### src/hdl/mcr_pkg.sv
// Package for the motor controller configuration and diagnostic register bank.
// Assumes the serial link front end presents decoded 5-bit register numbers.
package mcr_pkg;
  localparam int unsigned DATA_W = 16;
  localparam int unsigned FIELD_W = 10;
  localparam int unsigned ADDR_W = 5;
  localparam int unsigned CODE_W = 10;
  localparam int unsigned NUM_MASKABLE = 7;
  localparam int unsigned NUM_GATES = 6;

  // Register numbers
  localparam logic [4:0] REG_DEAD_TIME_CFG = 5'h0e;
  localparam logic [4:0] REG_SPEED_LIMIT_CFG = 5'h0f;
  localparam logic [4:0] REG_SPEED_REFERENCE_CFG = 5'h10;
  localparam logic [4:0] REG_MIN_REFERENCE_SPEED_CFG = 5'h11;
  localparam logic [4:0] REG_MAX_SPEED_VOLTAGE_CFG = 5'h12;
  localparam logic [4:0] REG_EXCITATION_START_VOLTAGE_CFG = 5'h13;
  localparam logic [4:0] REG_MIN_SPEED_VOLTAGE_CFG = 5'h14;
  localparam logic [4:0] REG_SLEEP_ENTRY_VOLTAGE_CFG = 5'h15;
  localparam logic [4:0] REG_NVM_STORE = 5'h1c;
  localparam logic [4:0] REG_FAULT_MASK = 5'h1d;
  localparam logic [4:0] REG_FAULT_OUTPUT = 5'h1e;
  localparam logic [4:0] REG_RUN = 5'h1f;

  // Field positions
  localparam int unsigned DTC_EN_BIT = 9;
  localparam int unsigned GAIN_LSB = 4;
  localparam int unsigned RATIO_LSB = 0;
  localparam int unsigned SRC_SEL_BIT = 9;
  localparam int unsigned TAG_LSB = 4;
  localparam int unsigned SCALE_LSB = 0;
  localparam int unsigned STORE_BIT = 9;
  localparam int unsigned MASK_LSB = 3;
  localparam int unsigned SEL_HI_LSB = 2;
  localparam int unsigned SEL_LO_LSB = 8;

  // Reset values
  localparam logic [9:0] RST_FULL_SPEED_VOLT = 10'h366;
  localparam logic [9:0] RST_START_EXCITE_VOLT = 10'h1b3;
  localparam logic [9:0] RST_LOW_SPEED_VOLT = 10'h15c;
  localparam logic [9:0] RST_SLEEP_ENTRY_VOLT = 10'h0ae;
  localparam logic RST_DTC_EN = 1'b1;
  localparam logic RST_SRC_SEL = 1'b1;

  // Fault output select codes
  localparam logic [4:0] SEL_ANY_FAULT = 5'h00;
  localparam logic [4:0] SEL_SYNC_DROP = 5'h01;
  localparam logic [4:0] SEL_GATE_FIRST = 5'h09;
  localparam logic [4:0] SEL_GATE_LAST = 5'h0e;
  localparam logic [4:0] SEL_TIMEOUT = 5'h0f;
  localparam logic [4:0] SEL_POWER_STAGE = 5'h11;
  localparam logic [4:0] SEL_HARD_OC = 5'h13;

  // Maskable fault order, bit 6 down to bit 0
  localparam int unsigned F_HEAT_WARN = 6;
  localparam int unsigned F_HEAT_SHUT = 5;
  localparam int unsigned F_SYNC_DROP = 4;
  localparam int unsigned F_POWER_STAGE = 3;
  localparam int unsigned F_HARD_OC = 2;

  typedef enum logic [0:0] {ST_IDLE, ST_STORE} mcr_store_state_t;
endpackage : mcr_pkg

### src/hdl/mcr_regs.sv
// Configuration and diagnostic register bank of the motor controller.
// Assumes a serial front end on the same clock giving register number, strobes and data,
// fault inputs from logic on the same clock, and an NVM engine with a request/done pair.
`timescale 1ns/1ps
`default_nettype none

// What this block does
// - Dead time compensation gain equals the 4-bit gain field, 0 to 15.
// - Compensation ratio limit is ratio field times 6.25 percent of dead time.
// - Source select bit: 0 analog speed input, 1 register settings; default 1.
// - A 4-bit user tag is stored and read back with no control effect.
// - Speed unit equals one plus scale field, in tenths of a hertz.
// - Internal mode: reference frequency is target code times speed unit.
// - External mode: shared speed field gives maximum reference frequency.
// - Minimum reference frequency is minimum code times speed unit.
// - Full speed point is code over 174 volts; reset code 0x366.
// - Excitation starts at start code over 174 volts; reset code 0x1b3.
// - Minimum speed point is code over 174 volts; reset code 0x15c.
// - Low power mode entered at sleep code over 174 volts; reset 0xae.
// - Store trigger one-to-zero while stopped and unlocked starts an NVM store.
// - A 10-bit write counter reads back and increments after each store.
// - Write count passing 1023 permanently sets the wear-limit flag.
// - A set mask bit disables its fault; default zero keeps it enabled.
// - Five-bit select, split over two registers, routes a signal to the fault pin.
// - Fault pin goes low while the selected condition is present.
// - Diagnostic read returns one per fault: critical flags high, maskable below.
// - Compensation enable bit gates the gain and ratio fields.
// - Every read returns the six critical flags above ten bits of the addressed register.
module mcr_regs
  import mcr_pkg::*;
#(
  parameter int unsigned CNT_W = 10
) (
  input  wire logic                        clock_i,
  input  wire logic                        reset_n_i,
  input  wire logic                        ce_i,
  input  wire logic [mcr_pkg::ADDR_W-1:0]  reg_addr_i,
  input  wire logic                        reg_wr_i,
  input  wire logic                        reg_rd_i,
  input  wire logic [mcr_pkg::DATA_W-1:0]  reg_wdata_i,
  output logic      [mcr_pkg::DATA_W-1:0]  reg_rdata_o,
  input  wire logic [mcr_pkg::NUM_MASKABLE-1:0] fault_raw_i,
  input  wire logic                        supply_undervolt_i,
  input  wire logic                        nvm_corrupt_i,
  input  wire logic                        timeout_fault_i,
  input  wire logic                        soft_overcurrent_i,
  input  wire logic [mcr_pkg::NUM_GATES-1:0] pwm_gate_i,
  input  wire logic                        motor_stopped_i,
  input  wire logic                        unlocked_i,
  input  wire logic                        nvm_store_done_i,
  input  wire logic [mcr_pkg::CODE_W-1:0]  speed_cmd_voltage_i,
  output logic                             nvm_store_req_o,
  output logic                             fault_out_pin_o,
  output logic                             dead_time_comp_en_o,
  output logic      [3:0]                  dead_time_comp_gain_o,
  output logic      [3:0]                  dead_time_max_ratio_o,
  output logic                             speed_source_sel_o,
  output logic      [4:0]                  freq_step_o,
  output logic      [14:0]                 ref_freq_o,
  output logic      [14:0]                 max_ref_freq_o,
  output logic      [14:0]                 min_ref_freq_o,
  output logic                             at_full_speed_o,
  output logic                             excite_on_o,
  output logic                             at_min_speed_o,
  output logic                             sleep_mode_o
);
  import mcr_pkg::*;

  if (CNT_W != 10) begin : g_bad_cnt
    $error("mcr_regs: write counter must be 10 bits");
  end

  // Stored settings
  logic        dtc_en_q;
  logic [3:0]  gain_q;
  logic [3:0]  ratio_q;
  logic        src_sel_q;
  logic [3:0]  user_tag_q;
  logic [3:0]  scale_q;
  logic [9:0]  speed_code_q;
  logic [9:0]  min_code_q;
  logic [9:0]  full_volt_q;
  logic [9:0]  start_volt_q;
  logic [9:0]  low_volt_q;
  logic [9:0]  sleep_volt_q;
  logic        trigger_q;
  logic [6:0]  mask_q;
  logic [2:0]  sel_hi_q;
  logic [1:0]  sel_lo_q;
  logic [CNT_W-1:0] count_q;
  logic        wear_q;
  logic [6:0]  fault_out_pin_q;
  logic [3:0]  crit_q;
  mcr_store_state_t state_q;

  // Decode
  wire wr_w = ce_i & reg_wr_i;
  wire wr_dt_w = wr_w & (reg_addr_i == REG_DEAD_TIME_CFG);
  wire wr_sl_w = wr_w & (reg_addr_i == REG_SPEED_LIMIT_CFG);
  wire wr_sr_w = wr_w & (reg_addr_i == REG_SPEED_REFERENCE_CFG);
  wire wr_mn_w = wr_w & (reg_addr_i == REG_MIN_REFERENCE_SPEED_CFG);
  wire wr_fv_w = wr_w & (reg_addr_i == REG_MAX_SPEED_VOLTAGE_CFG);
  wire wr_sv_w = wr_w & (reg_addr_i == REG_EXCITATION_START_VOLTAGE_CFG);
  wire wr_lv_w = wr_w & (reg_addr_i == REG_MIN_SPEED_VOLTAGE_CFG);
  wire wr_cv_w = wr_w & (reg_addr_i == REG_SLEEP_ENTRY_VOLTAGE_CFG);
  wire wr_st_w = wr_w & (reg_addr_i == REG_NVM_STORE);
  wire wr_mk_w = wr_w & (reg_addr_i == REG_FAULT_MASK);
  wire wr_fo_w = wr_w & (reg_addr_i == REG_FAULT_OUTPUT);
  wire wr_rn_w = wr_w & (reg_addr_i == REG_RUN);

  // Store request on a one-to-zero trigger edge; ignored while a store runs
  wire store_fall_w = wr_st_w & trigger_q & ~reg_wdata_i[STORE_BIT];
  wire store_go_w = store_fall_w & motor_stopped_i & unlocked_i
                    & (state_q == ST_IDLE);
  wire store_end_w = ce_i & (state_q == ST_STORE) & nvm_store_done_i;
  wire count_top_w = (count_q == {CNT_W{1'b1}});

  // Fault flags
  wire any_fault_w = (|fault_out_pin_q) | (|crit_q) | wear_q;
  wire [5:0] crit_flags_w = {any_fault_w, crit_q, wear_q};
  wire [4:0] fault_sel_w = {sel_hi_q, sel_lo_q};
  wire [4:0] gate_idx_w = fault_sel_w - SEL_GATE_FIRST;
  wire is_gate_w = (fault_sel_w >= SEL_GATE_FIRST) && (fault_sel_w <= SEL_GATE_LAST);
  wire gate_sel_w = pwm_gate_i[gate_idx_w[2:0]];
  logic sel_active_w;

  // Unlisted and reserved codes select nothing, so the pin stays high
  always_comb begin
    unique case (fault_sel_w)
      SEL_ANY_FAULT:   sel_active_w = any_fault_w;
      SEL_SYNC_DROP:   sel_active_w = fault_out_pin_q[F_SYNC_DROP];
      SEL_TIMEOUT:     sel_active_w = crit_q[1];
      SEL_POWER_STAGE: sel_active_w = fault_out_pin_q[F_POWER_STAGE];
      SEL_HARD_OC:     sel_active_w = fault_out_pin_q[F_HARD_OC];
      default:         sel_active_w = is_gate_w & gate_sel_w;
    endcase
  end

  // Read mux; unused bits zero
  logic [9:0] rd_low_w;
  always_comb begin
    unique case (reg_addr_i)
      REG_DEAD_TIME_CFG:           rd_low_w = {dtc_en_q, 1'b0, gain_q, ratio_q};
      REG_SPEED_LIMIT_CFG:         rd_low_w = {src_sel_q, 1'b0, user_tag_q, scale_q};
      REG_SPEED_REFERENCE_CFG:     rd_low_w = speed_code_q;
      REG_MIN_REFERENCE_SPEED_CFG: rd_low_w = min_code_q;
      REG_MAX_SPEED_VOLTAGE_CFG:   rd_low_w = full_volt_q;
      REG_EXCITATION_START_VOLTAGE_CFG: rd_low_w = start_volt_q;
      REG_MIN_SPEED_VOLTAGE_CFG:   rd_low_w = low_volt_q;
      REG_SLEEP_ENTRY_VOLTAGE_CFG: rd_low_w = sleep_volt_q;
      REG_NVM_STORE:               rd_low_w = count_q;
      REG_FAULT_MASK:              rd_low_w = {mask_q, 3'b000};
      REG_FAULT_OUTPUT:            rd_low_w = {fault_out_pin_q, 3'b000};
      REG_RUN:                     rd_low_w = {sel_lo_q, 8'h00};
      default:                     rd_low_w = 10'h000;
    endcase
  end

  // Derived frequencies in tenths of a hertz
  wire [4:0]  unit_w = {1'b0, scale_q} + 5'h01;
  wire [14:0] code_freq_w = speed_code_q * unit_w;
  wire [14:0] min_freq_w = min_code_q * unit_w;

  // Configuration registers
  always_ff @(posedge clock_i or negedge reset_n_i) begin
    if (!reset_n_i) begin
      dtc_en_q     <= RST_DTC_EN;
      gain_q       <= 4'h0;
      ratio_q      <= 4'h0;
      src_sel_q    <= RST_SRC_SEL;
      user_tag_q   <= 4'h0;
      scale_q      <= 4'h0;
      speed_code_q <= 10'h000;
      min_code_q   <= 10'h000;
      full_volt_q  <= RST_FULL_SPEED_VOLT;
      start_volt_q <= RST_START_EXCITE_VOLT;
      low_volt_q   <= RST_LOW_SPEED_VOLT;
      sleep_volt_q <= RST_SLEEP_ENTRY_VOLT;
      mask_q       <= 7'h00;
      sel_hi_q     <= 3'b000;
      sel_lo_q     <= 2'b00;
      trigger_q    <= 1'b0;
    end else begin
      if (wr_dt_w) begin
        dtc_en_q <= reg_wdata_i[DTC_EN_BIT];
        gain_q   <= reg_wdata_i[GAIN_LSB+:4];
        ratio_q  <= reg_wdata_i[RATIO_LSB+:4];
      end
      if (wr_sl_w) begin
        src_sel_q  <= reg_wdata_i[SRC_SEL_BIT];
        user_tag_q <= reg_wdata_i[TAG_LSB+:4];
        scale_q    <= reg_wdata_i[SCALE_LSB+:4];
      end
      if (wr_sr_w) speed_code_q <= reg_wdata_i[FIELD_W-1:0];
      if (wr_mn_w) min_code_q <= reg_wdata_i[FIELD_W-1:0];
      if (wr_fv_w) full_volt_q <= reg_wdata_i[FIELD_W-1:0];
      if (wr_sv_w) start_volt_q <= reg_wdata_i[FIELD_W-1:0];
      if (wr_lv_w) low_volt_q <= reg_wdata_i[FIELD_W-1:0];
      if (wr_cv_w) sleep_volt_q <= reg_wdata_i[FIELD_W-1:0];
      if (wr_st_w) trigger_q <= reg_wdata_i[STORE_BIT];
      if (wr_mk_w) mask_q <= reg_wdata_i[MASK_LSB+:NUM_MASKABLE];
      if (wr_fo_w) sel_hi_q <= reg_wdata_i[SEL_HI_LSB+:3];
      if (wr_rn_w) sel_lo_q <= reg_wdata_i[SEL_LO_LSB+:2];
    end
  end

  // Store sequence, write counter and wear flag
  always_ff @(posedge clock_i or negedge reset_n_i) begin
    if (!reset_n_i) begin
      state_q         <= ST_IDLE;
      nvm_store_req_o <= 1'b0;
      count_q         <= '0;
      wear_q          <= 1'b0;
    end else if (ce_i) begin
      unique case (state_q)
        ST_IDLE: if (store_go_w) begin
          state_q         <= ST_STORE;
          nvm_store_req_o <= 1'b1;
        end
        ST_STORE: if (store_end_w) begin
          state_q         <= ST_IDLE;
          nvm_store_req_o <= 1'b0;
          count_q         <= count_q + 1'b1;
          if (count_top_w) wear_q <= 1'b1;
        end
      endcase
    end
  end

  // Flags follow their sources; a mask bit blocks its flag outright
  always_ff @(posedge clock_i or negedge reset_n_i) begin
    if (!reset_n_i) begin
      fault_out_pin_q <= 7'h00;
      crit_q <= 4'h0;
    end else if (ce_i) begin
      fault_out_pin_q <= fault_raw_i & ~mask_q;
      crit_q <= {supply_undervolt_i, nvm_corrupt_i, timeout_fault_i, soft_overcurrent_i};
    end
  end

  // Registered outputs
  always_ff @(posedge clock_i or negedge reset_n_i) begin
    if (!reset_n_i) begin
      reg_rdata_o           <= '0;
      fault_out_pin_o       <= 1'b1;
      dead_time_comp_en_o   <= RST_DTC_EN;
      dead_time_comp_gain_o <= 4'h0;
      dead_time_max_ratio_o <= 4'h0;
      speed_source_sel_o    <= RST_SRC_SEL;
      freq_step_o           <= 5'h01;
      ref_freq_o            <= '0;
      max_ref_freq_o        <= '0;
      min_ref_freq_o        <= '0;
      at_full_speed_o       <= 1'b0;
      excite_on_o           <= 1'b0;
      at_min_speed_o        <= 1'b0;
      sleep_mode_o          <= 1'b0;
    end else if (ce_i) begin
      if (reg_rd_i) reg_rdata_o <= {crit_flags_w, rd_low_w};
      fault_out_pin_o       <= ~sel_active_w;
      dead_time_comp_en_o   <= dtc_en_q;
      dead_time_comp_gain_o <= dtc_en_q ? gain_q : 4'h0;
      dead_time_max_ratio_o <= dtc_en_q ? ratio_q : 4'h0;
      speed_source_sel_o    <= src_sel_q;
      freq_step_o           <= unit_w;
      ref_freq_o            <= src_sel_q ? code_freq_w : 15'h0000;
      max_ref_freq_o        <= src_sel_q ? 15'h0000 : code_freq_w;
      min_ref_freq_o        <= min_freq_w;
      // Analog points only apply in external mode; the analog input is ignored otherwise
      at_full_speed_o <= ~src_sel_q & (speed_cmd_voltage_i >= full_volt_q);
      excite_on_o     <= ~src_sel_q & (speed_cmd_voltage_i >= start_volt_q);
      at_min_speed_o  <= ~src_sel_q & (speed_cmd_voltage_i <= low_volt_q);
      sleep_mode_o    <= ~src_sel_q & (speed_cmd_voltage_i <= sleep_volt_q);
    end
  end
endmodule : mcr_regs

`default_nettype wire

### config.mk
export PLATFORM = sky130hd
export DESIGN_NAME = mcr_regs
export DESIGN_NICKNAME = d
export VERILOG_FILES = /design/src/hdl/mcr_pkg.sv /design/src/hdl/mcr_regs.sv
export SDC_FILE = /design/constraint.sdc
export NUM_CORES = 1
export LEC_CHECK = 0
export BUFFER_PORTS_ARGS = -buffer_cell sky130_fd_sc_hd__buf_4
export CELL_PAD_IN_SITES_DETAIL_PLACEMENT = 1
export CELL_PAD_IN_SITES_GLOBAL_PLACEMENT = 1
export CORE_ASPECT_RATIO = 1.75
export CORE_MARGIN = 2
export CORE_UTILIZATION = 30
export DETAILED_ROUTE_END_ITERATION = 8
export GPL_ROUTABILITY_DRIVEN = 0
export HOLD_SLACK_MARGIN = 0.1
export PLACE_DENSITY = 0.65
export SYNTH_ARGS = -nofsm -noshare
export SYNTH_HDL_FRONTEND = slang
export SYNTH_SLANG_ARGS = --single-unit
### constraint.sdc
create_clock -name clock_i -period 6.09 [get_ports clock_i]
set_input_delay 0.3045 -clock clock_i [delete_from_list [all_inputs] [get_ports clock_i]]
set_output_delay 0.3045 -clock clock_i [all_outputs]
set_load 0.01 [all_outputs]
==> results of run 1 <==
[cells by family (layout without fill, tap and decap cells)]
group                      count (synthesis)  count (layout)  share of synthesized area
AOI/OAI and AO/OA                        249             249                     0.1366
xor gates and xnor gates                  24              24                    0.01656
adders and majority gates                140             140                     0.1664
buffers and inverters                    194             322                    0.06051
DFF                                      196             196                     0.3891
muxes                                    102             102                    0.09195
and+or+nand+nor                          321             321                     0.1390
[placed cells by master, fill, tap and decap left out, types with 21 or more instances in the layout]
cell and n:
a21oi_1 35, a22oi_1 21, and2_1 68, buf_4 138
dfrtp_1 168, dfstp_2 28, fa_1 48, ha_1 92
inv_1 137, mux2_2 97, nand2_1 81, nand3_1 32
nor2_1 28, o21ai_0 65
[state kept, by name, summed over array words and instances (netlist names), 5 cells and up]
signal,flops
reg_rdata_o,16
max_ref_freq_o,15
min_ref_freq_o,15
ref_freq_o,15
count_q,10
full_volt_q,10
low_volt_q,10
min_code_q,10
sleep_volt_q,10
speed_code_q,10
start_volt_q,10
fault_out_pin_q,7
mask_q,7
freq_step_o,5
[final cells by class]
type,instances,area (um2)
Fill cell,4745,26820
Inverter,137,514.2
Multi-Input combinational cell,836,6993
Timing Repair Buffer,153,1200
Tap cell,555,694.4
Clock buffer,19,442.9
Sequential cell,196,4940
Clock inverter,13,137.6
[path summary, 6_finish.rpt]
path                               startpoint  slack, ns            endpoint  cells after the start
max in group asynchronous           reset_n_i       4.57      freq_step_o[1]                      3
min                            fault_raw_i[3]       0.14  fault_out_pin_q[3]                      3
min reg2reg                speed_source_sel_o       0.49  speed_source_sel_o                      2
max                                scale_q[1]       1.24  max_ref_freq_o[14]                     15
max reg2reg                        scale_q[1]       1.24  max_ref_freq_o[14]                     15
min in group asynchronous           reset_n_i       0.43             state_q                      2
[power by group through the flow]
stage          clock [mW]  sequential (mW)  combinational, mW
3_5_place_dp            0             1.70              0.952
6_report             1.16             1.67              0.944
2_1_floorplan           0             1.65              0.555
4_1_cts              1.20             1.68              0.966
5_1_grt              1.23             1.70               1.06
3_3_place_gp            0             1.69              0.920
[through the flow]
stage               setup WS [ns]  total power [mW]  instances
global placement            1.331             2.614       1864
global route               0.7771             3.998       1909
detailed placement          1.237             2.652       1864
floorplan                   1.743             2.207       1226
finish                      1.242             3.781       1909
CTS                         1.199             3.841       1909
[layer usage]
metal / vias up / part of all wire
met5: - / 0
met4: 0 / 0.042
met3: 51 / 0.026
met2: 164 / 0.55
met1: 5052 / 0.38
li1: 4520 / -
[synthesized netlist by cell type (7+ instances only)]
master and number:
dfstp_2 28, nand3_1 32, ha_1 92, nor2_1 28
a211oi_1 7, o21ai_0 65, a22o_1 9, dfrtp_1 168
fa_1 48, nand4_1 11, a31oi_1 7, o2bb2ai_1 16
a32oi_1 11, a21o_1 20, buf_1 7, a21oi_1 35
nand3b_1 11, nand2b_1 20, xnor2_1 13, and2_1 68
a221o_1 11, a22oi_1 21, nand2_1 81, buf_2 11
inv_1 137, and3_1 18, mux2_2 97, clkbuf_1 35
nor2b_1 13, xor2_1 11
[worst max-delay path, cell delays in order (launching register included)]
cell and delay [ns]:
dfrtp_1 0.42, ha_1 0.22, and3_1 0.35, buf_4 0.24
and2_1 0.18, fa_1 0.52, fa_1 0.57, inv_1 0.06
fa_1 0.53, inv_1 0.04, ha_1 0.40, o211ai_1 0.12
a21oi_1 0.28, o2111ai_1 0.23, and3_1 0.26, a221o_1 0.31
==> flow_metrics.env, run 1 <==
export IMPL_dp_hpwl_mm=30.47
export IMPL_drive_gt1_frac=0.2267
export IMPL_cts_sinks=196
export IMPL_grt_pass1_wl_mm=63.43
export IMPL_drtPass1Iterations=5
export IMPL_netSwitchingPower_mw=1.261
export IMPL_tns_ns=0
export IMPL_netlist_area_um2=12700
export IMPL_area_growth_syn_to_layout_pct=17.53
export IMPL_cts_tree="done"
export IMPL_grt_overflow=0
export IMPL_hold_violations=0
export IMPL_power_density_nw_per_um2=253.4
export IMPL_yosysUniqueCellTypes=70
export IMPL_crit_fanout=14
export IMPL_crit_arrival_ns=5.18
export IMPL_ys_async_sr_fraction=1.000
export IMPL_initial_utilization=0.3041
export IMPL_cts_root_buf="clkbuf_16"
export IMPL_route_detailed_drc=0
export IMPL_crit_type="flop to flop"
export IMPL_ios=138
export IMPL_clockBufferDepth=2
export IMPL_placed_cell_area_um2=14210
export IMPL_vias_per_cell=5.127
export IMPL_fp_dieH_um=276.1
export IMPL_drv_cap=0
export IMPL_postLayoutCoreUtil=0.3575
export IMPL_ir_worst_vdd_mv=0.1635
export IMPL_rsz0062_at_grt="false"
export IMPL_slew_headroom=0.2536
export IMPL_cp_start_kind="flop"
export IMPL_post_cts_resized=0
export IMPL_finalCritPeriodShare=0.7961
export IMPL_num_vias=9787
export IMPL_routedWlPerCell_um=20.90
export IMPL_worstPathRequired_ns=6.43
export IMPL_synth_cells=1226
export IMPL_avgSynthCellArea_um2=10.36
export IMPL_insertion_delay_ns=0.47
export IMPL_stdcell_area_um2=14920
export IMPL_synth_top_cell_by_area="dfrtp_1"
export IMPL_cts_setup_buffers=0
export IMPL_ys_ff_latch=196
export IMPL_synth_nets=1422
export IMPL_period_minus_slack_ns=4.848
export IMPL_antenna_found_initial=0
export IMPL_grt_usage=0.1868
export IMPL_synthDominantCellAreaShare=0.3311
export IMPL_routed_wirelength_mm=39.91
export IMPL_grt_pass1_vias=10827
export IMPL_fin_nets=1537
export IMPL_fin_skew_ns=0.009867
export IMPL_diodes=0
export IMPL_cts_hold_buffers_added=13
export IMPL_p_sw_frac=0.3336
export IMPL_power_frac_clock=0.308
export IMPL_synth_edf_count=0
export IMPL_globalRouteMet1Util=0.2006
export IMPL_worstMarginPinSlew_ns=1.115
export IMPL_ant_nets=0
export IMPL_synth_area_top_cells="dfrtp_1 (33%), ha_1 (9.1%), mux2_2 (8.6%), fa_1 (7.6%), dfstp_2 (5.8%)"
export IMPL_worstSetupEndpointType="flop"
export IMPL_drv_slew=0
export IMPL_grt_max_degree=109
export IMPL_dieArea_um2=44040
export IMPL_io_buffers=131
export IMPL_met2_usage=0.3568
export IMPL_p_comb_frac=0.250
export IMPL_max_freq_ghz=0.2063
export IMPL_setup_viol=0
export IMPL_seqPwrFrac=0.443
export IMPL_core_um2=41740
export IMPL_rows=99
export IMPL_hold_class="input pin to flop"
export IMPL_ys_seq_area_frac=0.3891
export IMPL_status="complete, no violations"
export IMPL_cts_buffers=17
export IMPL_globalRouteMet3Util=0.02340
export IMPL_whs_ns=0.1351
export IMPL_clk_pin_slew_ns=0.07
export IMPL_ys_flop_type="dfrtp_1"
export IMPL_p_leak_nw=7.154
export IMPL_drt_iter0_drc=452
export IMPL_grt_most_used_layer="met2"
export IMPL_yosysWarningCount=0
export IMPL_htree_levels=4
export IMPL_internal_power_mw=2.520
export IMPL_dieWidth_um=159.5
Power figures use the tool's default switching activity.
==> inputs of run 2 (changes only) <==
--- a/config.mk
+++ b/config.mk
@@ -14,7 +14,7 @@
 export DETAILED_ROUTE_END_ITERATION = 8
 export GPL_ROUTABILITY_DRIVEN = 0
 export HOLD_SLACK_MARGIN = 0.1
-export PLACE_DENSITY = 0.65
+export PLACE_DENSITY = 0.67
 export SYNTH_ARGS = -nofsm -noshare
 export SYNTH_HDL_FRONTEND = slang
 export SYNTH_SLANG_ARGS = --single-unit
==> constraint.sdc (replaced) <==
create_clock -name clock_i -period 4.3 [get_ports clock_i]
set_input_delay 0.215 -clock clock_i [delete_from_list [all_inputs] [get_ports clock_i]]
set_output_delay 0.215 -clock clock_i [all_outputs]
set_load 0.01 [all_outputs]
==> run 2 against run 1 <==
Effect of this change:
- core utilization up 2.3 points
- cell count up 3.5%
- clock skew up 0.00070 ns
- sequential power up 42%
- worst setup slack worse by 1.2 ns
- via count up 4.0%
- largest cell class unchanged
- non-clock buffer count up 67
- register-to-register slack worse by 1.2 ns
- global-route usage up 0.58 points
- cell area up 6.4%
- first-iteration DRC count down 1.8%
- die area unchanged
==> flow_metrics.env, run 2 (same netlist as run 1, synthesis figures left out) <==
export IMPL_status="complete, no violations"
export IMPL_crit_chain="ha_4, and3_4, buf_6, and2_4, fa_1, fa_1, inv_1, fa_1, inv_2, ha_4, o211ai_1, a21oi_4, o2111ai_2, buf_4, a31oi_1, a221o_1"
export IMPL_fin_skew_ns=0.01057
export IMPL_path_buf_inv=4
export IMPL_grt_max_degree=107
export IMPL_dieArea_um2=44040
export IMPL_grt_pass1_wl_mm=65.43
export IMPL_postLayoutCoreUtil=0.3804
export IMPL_clk_pin_slew_ns=0.08
export IMPL_setup_viol=0
export IMPL_diodes=0
export IMPL_insertion_delay_ns=0.47
export IMPL_cts_root_buf="clkbuf_16"
export IMPL_hold_class="input pin to flop"
export IMPL_area_growth_syn_to_layout_pct=25.07
export IMPL_power_frac_clock=0.296
export IMPL_cts_sinks=196
export IMPL_antenna_found_initial=0
export IMPL_largest_register_ffs=16
export IMPL_routedWlPerCell_um=21.19
export IMPL_worst_slack_ns=0.07295
export IMPL_critPathTopFamily="adder cells"
export IMPL_grt_overflow=0
export IMPL_period_minus_slack_ns=4.227
export IMPL_placed_cell_area_um2=14550
export IMPL_worstSetupEndpointType="flop"
export IMPL_fp_dieH_um=276.1
export IMPL_initial_utilization=0.3041
export IMPL_cts_buffers=17
export IMPL_rows=99
export IMPL_ant_nets=0
export IMPL_p_sw_frac=0.3328
export IMPL_vias_per_cell=5.151
export IMPL_finalCritPeriodShare=0.9830
export IMPL_crit_fanout=7
export IMPL_drive_gt1_frac=0.3047
export IMPL_top_register="reg_rdata_o"
export IMPL_fin_nets=1604
export IMPL_mostFrequentLayoutCell="buf_4"
export IMPL_placed_cells=1909
export IMPL_crit_arrival_ns=4.57
export IMPL_fillCellCount=4688
export IMPL_cp_start_kind="flop"
export IMPL_power_density_nw_per_um2=354.0
export IMPL_routed_wirelength_mm=41.86
export IMPL_stdcell_area_um2=15880
export IMPL_slew_headroom=0.2832
export IMPL_worstPathRequired_ns=4.64
export IMPL_dieWidth_um=159.5
export IMPL_worstMarginPinSlew_ns=1.066
export IMPL_hold_violations=0
export IMPL_netSwitchingPower_mw=1.871
export IMPL_drv_cap=0
export IMPL_internal_power_mw=3.750
export IMPL_grt_usage=0.1926
export IMPL_cp_slowest_cell="fa_1"
export IMPL_htree_levels=4
export IMPL_num_vias=10179
export IMPL_io_buffers=131
export IMPL_p_leak_nw=7.509
export IMPL_mostFrequentLayoutCells="buf_4 (183), dfrtp_1 (167), inv_1 (129), mux2_2 (96)"
export IMPL_stdcell_count=1976
export IMPL_ios=138
export IMPL_p_comb_frac=0.283
export IMPL_cts_tree="done"
export IMPL_route_detailed_drc=0
export IMPL_tns_ns=0
export IMPL_seqPwrFrac=0.421
export IMPL_drt_iter0_drc=444
export IMPL_drv_slew=0
export IMPL_pre_cts_ws_ns=-0.2543
export IMPL_dp_hpwl_mm=31.74
export IMPL_max_freq_ghz=0.2366
export IMPL_clockBufferDepth=2
export IMPL_drtPass1Iterations=7
export IMPL_crit_type="flop to flop"
export IMPL_ir_worst_vdd_mv=0.3068
export IMPL_grt_pass1_vias=11234
export IMPL_path_common_cell="fa_1"
export IMPL_rsz0062_at_grt="true"
export IMPL_core_um2=41740
export IMPL_slowest_delay_ns=0.55
-- run 2: final cells by class --
| type | instances | area (um2) | share of cell area |
|---|---|---|---|
| multi-input cells | 836 | 7366 | 0.4639 |
| inverters | 137 | 514.2 | 0.03239 |
| clock buffers | 19 | 452.9 | 0.02852 |
| repair buffers | 220 | 1772 | 0.1116 |
| flip-flops and latches | 196 | 4941 | 0.3112 |
| clock inverters | 13 | 138.9 | 0.008746 |
| well taps | 555 | 694.4 | 0.04373 |
-- run 2: power groups by stage --
stage                     combinational (mW)  sequential (mW)  clock (mW)
after floorplan                        0.786             2.34           0
after global placement                  1.39             2.40           0
after detailed placement                1.44             2.40           0
after CTS                               1.52             2.37        1.71
after global routing                    1.76             2.41        1.78
final                                   1.59             2.37        1.67
-- run 2: layer usage --
metal  global-route usage  share of wire  wire [um]  up-vias
met2               0.3702           0.56      23370      251
met4              0.09557          0.051       2151        0
met5                    0              0          0        -
met1               0.1995           0.36      14950     5190
li1                     -              -          -     4644
met3              0.03015          0.033       1389       94
-- run 2: what timing repair did --
action,in CTS,in global routing
pin swaps,10,62
endpoints found under the hold margin,134,0
buffers inserted,3,9
gates resized for setup,30,69
hold buffers,24,0
endpoints found under the setup margin,20,23
gates cloned,0,0
-- run 2: path summary, 6_finish.rpt --
kind / slack (ns) / endpoint / depth (start not counted) / startpoint
max: 0.07 / ref_freq_o[14] / 16 / scale_q[0]
max reg2reg: 0.07 / ref_freq_o[14] / 16 / scale_q[0]
min in group asynchronous: 0.40 / nvm_store_req_o / 2 / reset_n_i
max in group asynchronous: 2.76 / full_volt_q[1] / 3 / reset_n_i
min: 0.14 / start_volt_q[0] / 2 / reg_wdata_i[0]
min reg2reg: 0.48 / speed_source_sel_o / 2 / speed_source_sel_o
-- run 2: per-stage QoR --
step | hold slack [ns] | power [mW]
floorplan | -0.08059 | 3.126
global placement | 0.3972 | 3.787
detailed placement | 0.4139 | 3.847
CTS | 0.1225 | 5.604
global route | 0.1220 | 5.952
finish | 0.1442 | 5.621
==> inputs of run 3 (changes only) <==
--- a/config.mk
+++ b/config.mk
@@ -10,11 +10,11 @@
 export CELL_PAD_IN_SITES_GLOBAL_PLACEMENT = 1
 export CORE_ASPECT_RATIO = 1.75
 export CORE_MARGIN = 2
-export CORE_UTILIZATION = 30
+export CORE_UTILIZATION = 43
 export DETAILED_ROUTE_END_ITERATION = 8
 export GPL_ROUTABILITY_DRIVEN = 0
 export HOLD_SLACK_MARGIN = 0.1
-export PLACE_DENSITY = 0.67
+export PLACE_DENSITY = 0.87
 export SYNTH_ARGS = -nofsm -noshare
 export SYNTH_HDL_FRONTEND = slang
 export SYNTH_SLANG_ARGS = --single-unit
==> constraint.sdc (replaced) <==
create_clock -name clock_i -period 3.6 [get_ports clock_i]
set_input_delay 0.18 -clock clock_i [delete_from_list [all_inputs] [get_ports clock_i]]
set_output_delay 0.18 -clock clock_i [all_outputs]
set_load 0.01 [all_outputs]
==> run 3 against run 2 <==
Effect of this change:
- the flow now finishes with violations (setup timing)
- maximum frequency decreased by 6.4%
- core utilization increased by 18 points
- clock-buffer cell count increased by 2
- first-iteration DRC count increased by 120%
- clock power increased by 23%
- non-clock buffer count increased by 52
- critical path depth decreased by 1
- critical endpoint is now min_ref_freq_o[14]
- largest cell class unchanged
- highest routed layer unchanged
==> flow_metrics.env, run 3 (same netlist as run 1, synthesis figures left out) <==
export IMPL_route_detailed_drc=0
export IMPL_rows=83
export IMPL_met2_usage=0.5660
export IMPL_clockBufferDepth=2
export IMPL_diodes=0
export IMPL_routed_wirelength_mm=52.86
export IMPL_initial_utilization=0.4351
export IMPL_dp_hpwl_mm=32.39
export IMPL_grt_usage=0.3226
export IMPL_setup_viol=33
export IMPL_drv_cap=0
export IMPL_core_um2=29180
export IMPL_drtPass1Iterations=6
export IMPL_pre_cts_ws_ns=-0.6940
export IMPL_globalRouteMet1Util=0.3253
export IMPL_fp_dieH_um=231.3
export IMPL_dieWidth_um=133.9
export IMPL_worstPathRequired_ns=3.98
export IMPL_grt_overflow=0
export IMPL_mostFrequentLayoutCells="buf_4 (221), dfrtp_1 (165), inv_1 (119), mux2_2 (95)"
export IMPL_io_buffers=131
export IMPL_period_minus_slack_ns=4.514
export IMPL_drv_slew=0
export IMPL_ios=138
export IMPL_postLayoutCoreUtil=0.5648
export IMPL_netSwitchingPower_mw=2.602
export IMPL_worstMarginPinSlew_ns=1.085
export IMPL_drive_gt1_frac=0.3632
export IMPL_drt_iter0_drc=991
export IMPL_worst_slack_ns=-0.9145
export IMPL_seqPwrFrac=0.393
export IMPL_crit_type="flop to flop"
export IMPL_crit_arrival_ns=4.89
export IMPL_cts_buffers=17
export IMPL_hold_class="input pin to flop"
export IMPL_grt_pass1_wl_mm=74.82
export IMPL_top_register="reg_rdata_o"
export IMPL_slew_headroom=0.2770
export IMPL_status="finished, violations left"
export IMPL_violations="setup timing"
export IMPL_seqCellArea_um2=4943
export IMPL_ant_nets=0
export IMPL_cp_start_kind="flop"
export IMPL_grt_most_used_layer="met2"
export IMPL_vias_per_cell=6.217
export IMPL_fin_skew_ns=0.02145
export IMPL_hold_violations=0
export IMPL_cts_sinks=196
export IMPL_p_comb_frac=0.326
export IMPL_cts_tree="done"
export IMPL_worstSetupEndpointType="flop"
export IMPL_fillCellCount=3095
export IMPL_power_frac_clock=0.281
export IMPL_ir_worst_vdd_mv=0.3980
export IMPL_reg2reg_depth=15
export IMPL_internal_power_mw=4.707
export IMPL_rsz0062_at_grt="true"
export IMPL_multi_input_area_um2=7735
export IMPL_hold_depth=5
export IMPL_grt_max_degree=119
export IMPL_max_freq_ghz=0.2215
export IMPL_htree_levels=4
export IMPL_globalRouteMet3Util=0.06146
export IMPL_cts_root_buf="clkbuf_16"
export IMPL_area_growth_syn_to_layout_pct=29.82
export IMPL_insertion_delay_ns=0.48
export IMPL_dieArea_um2=30970
export IMPL_stdcell_area_um2=16480
export IMPL_antenna_found_initial=0
export IMPL_p_leak_nw=7.859
export IMPL_placed_cell_area_um2=14790
export IMPL_finalCritPeriodShare=1.254
export IMPL_fin_nets=1656
export IMPL_routedWlPerCell_um=28.50
export IMPL_num_vias=11532
export IMPL_grt_pass1_vias=12738
export IMPL_p_sw_frac=0.3560
export IMPL_crit_fanout=6
export IMPL_clk_pin_slew_ns=0.08
export IMPL_power_density_nw_per_um2=443.5
export IMPL_largest_register_ffs=16
export IMPL_mostFrequentLayoutCell="buf_4"
## run 3: layer usage
metal | vias up | part of all wire
met5 | - | 0
met4 | 0 | 0.10
met3 | 311 | 0.058
met2 | 676 | 0.51
met1 | 5797 | 0.33
li1 | 4748 | -
## run 3: path summary, 6_finish.rpt
| path | startpoint | end | slack [ns] |
|---|---|---|---|
| worst max register to register | scale_q[1] | min_ref_freq_o[14] | -0.91 |
| max in group asynchronous | reset_n_i | nvm_store_req_o | 2.22 |
| worst max-delay path | scale_q[1] | min_ref_freq_o[14] | -0.91 |
| min in group asynchronous | reset_n_i | dead_time_max_ratio_o[1] | 0.35 |
| worst min-delay path | pwm_gate_i[5] | fault_out_pin_o | 0.19 |
| worst min register to register | ref_freq_o[6] | ref_freq_o[6] | 0.49 |
## run 3: layout make-up
type,instances,share of cell area
repair buffers,272,0.1348
clock inverters,11,0.008426
multi-input cells,836,0.4693
clock buffers,21,0.02733
flip-flops and latches,196,0.2999
well taps,382,0.02900
inverters,137,0.03120
## run 3: critical path, stage by stage, from the launching register on
cell,delay (ns)
dfrtp_2,0.48
ha_4,0.22
xor2_4,0.22
buf_6,0.17
and2_4,0.16
fa_1,0.46
fa_1,0.64
inv_2,0.08
fa_1,0.58
inv_2,0.09
ha_4,0.19
a211oi_4,0.24
o21ai_2,0.13
and4_1,0.22
o31a_1,0.30
o31ai_1,0.22
## run 3: metrics by stage
stage | setup TNS (ns) | instances | power, mW | hold WS (ns)
3_3_place_gp | -7.280 | 1768 | 4.651 | 0.3764
3_5_place_dp | -13.94 | 1768 | 4.777 | 0.3846
2_1_floorplan | -4.013 | 1226 | 3.824 | -0.1156
6_report | -19.28 | 1855 | 7.310 | 0.1940
4_1_cts | -12.05 | 1842 | 6.957 | 0.1636
5_1_grt | -21.42 | 1855 | 7.543 | 0.2075
## run 3: repair_timing
action / in CTS / in global routing
setup endpoints to repair: 32 / 33
gates resized for setup: 72 / 74
cloned: 2 / 0
pin swaps: 30 / 67
hold endpoints to repair: 173 / 0
setup buffers: 15 / 14
hold buffers: 25 / 0
## run 3: power by group through the flow
stage	clock network (mW)	logic, mW	registers, mW
2_1_floorplan	0	1.03	2.80
3_3_place_gp	0	1.81	2.84
3_5_place_dp	0	1.92	2.86
4_1_cts	2.03	2.09	2.83
5_1_grt	2.13	2.53	2.88
6_report	2.05	2.38	2.88
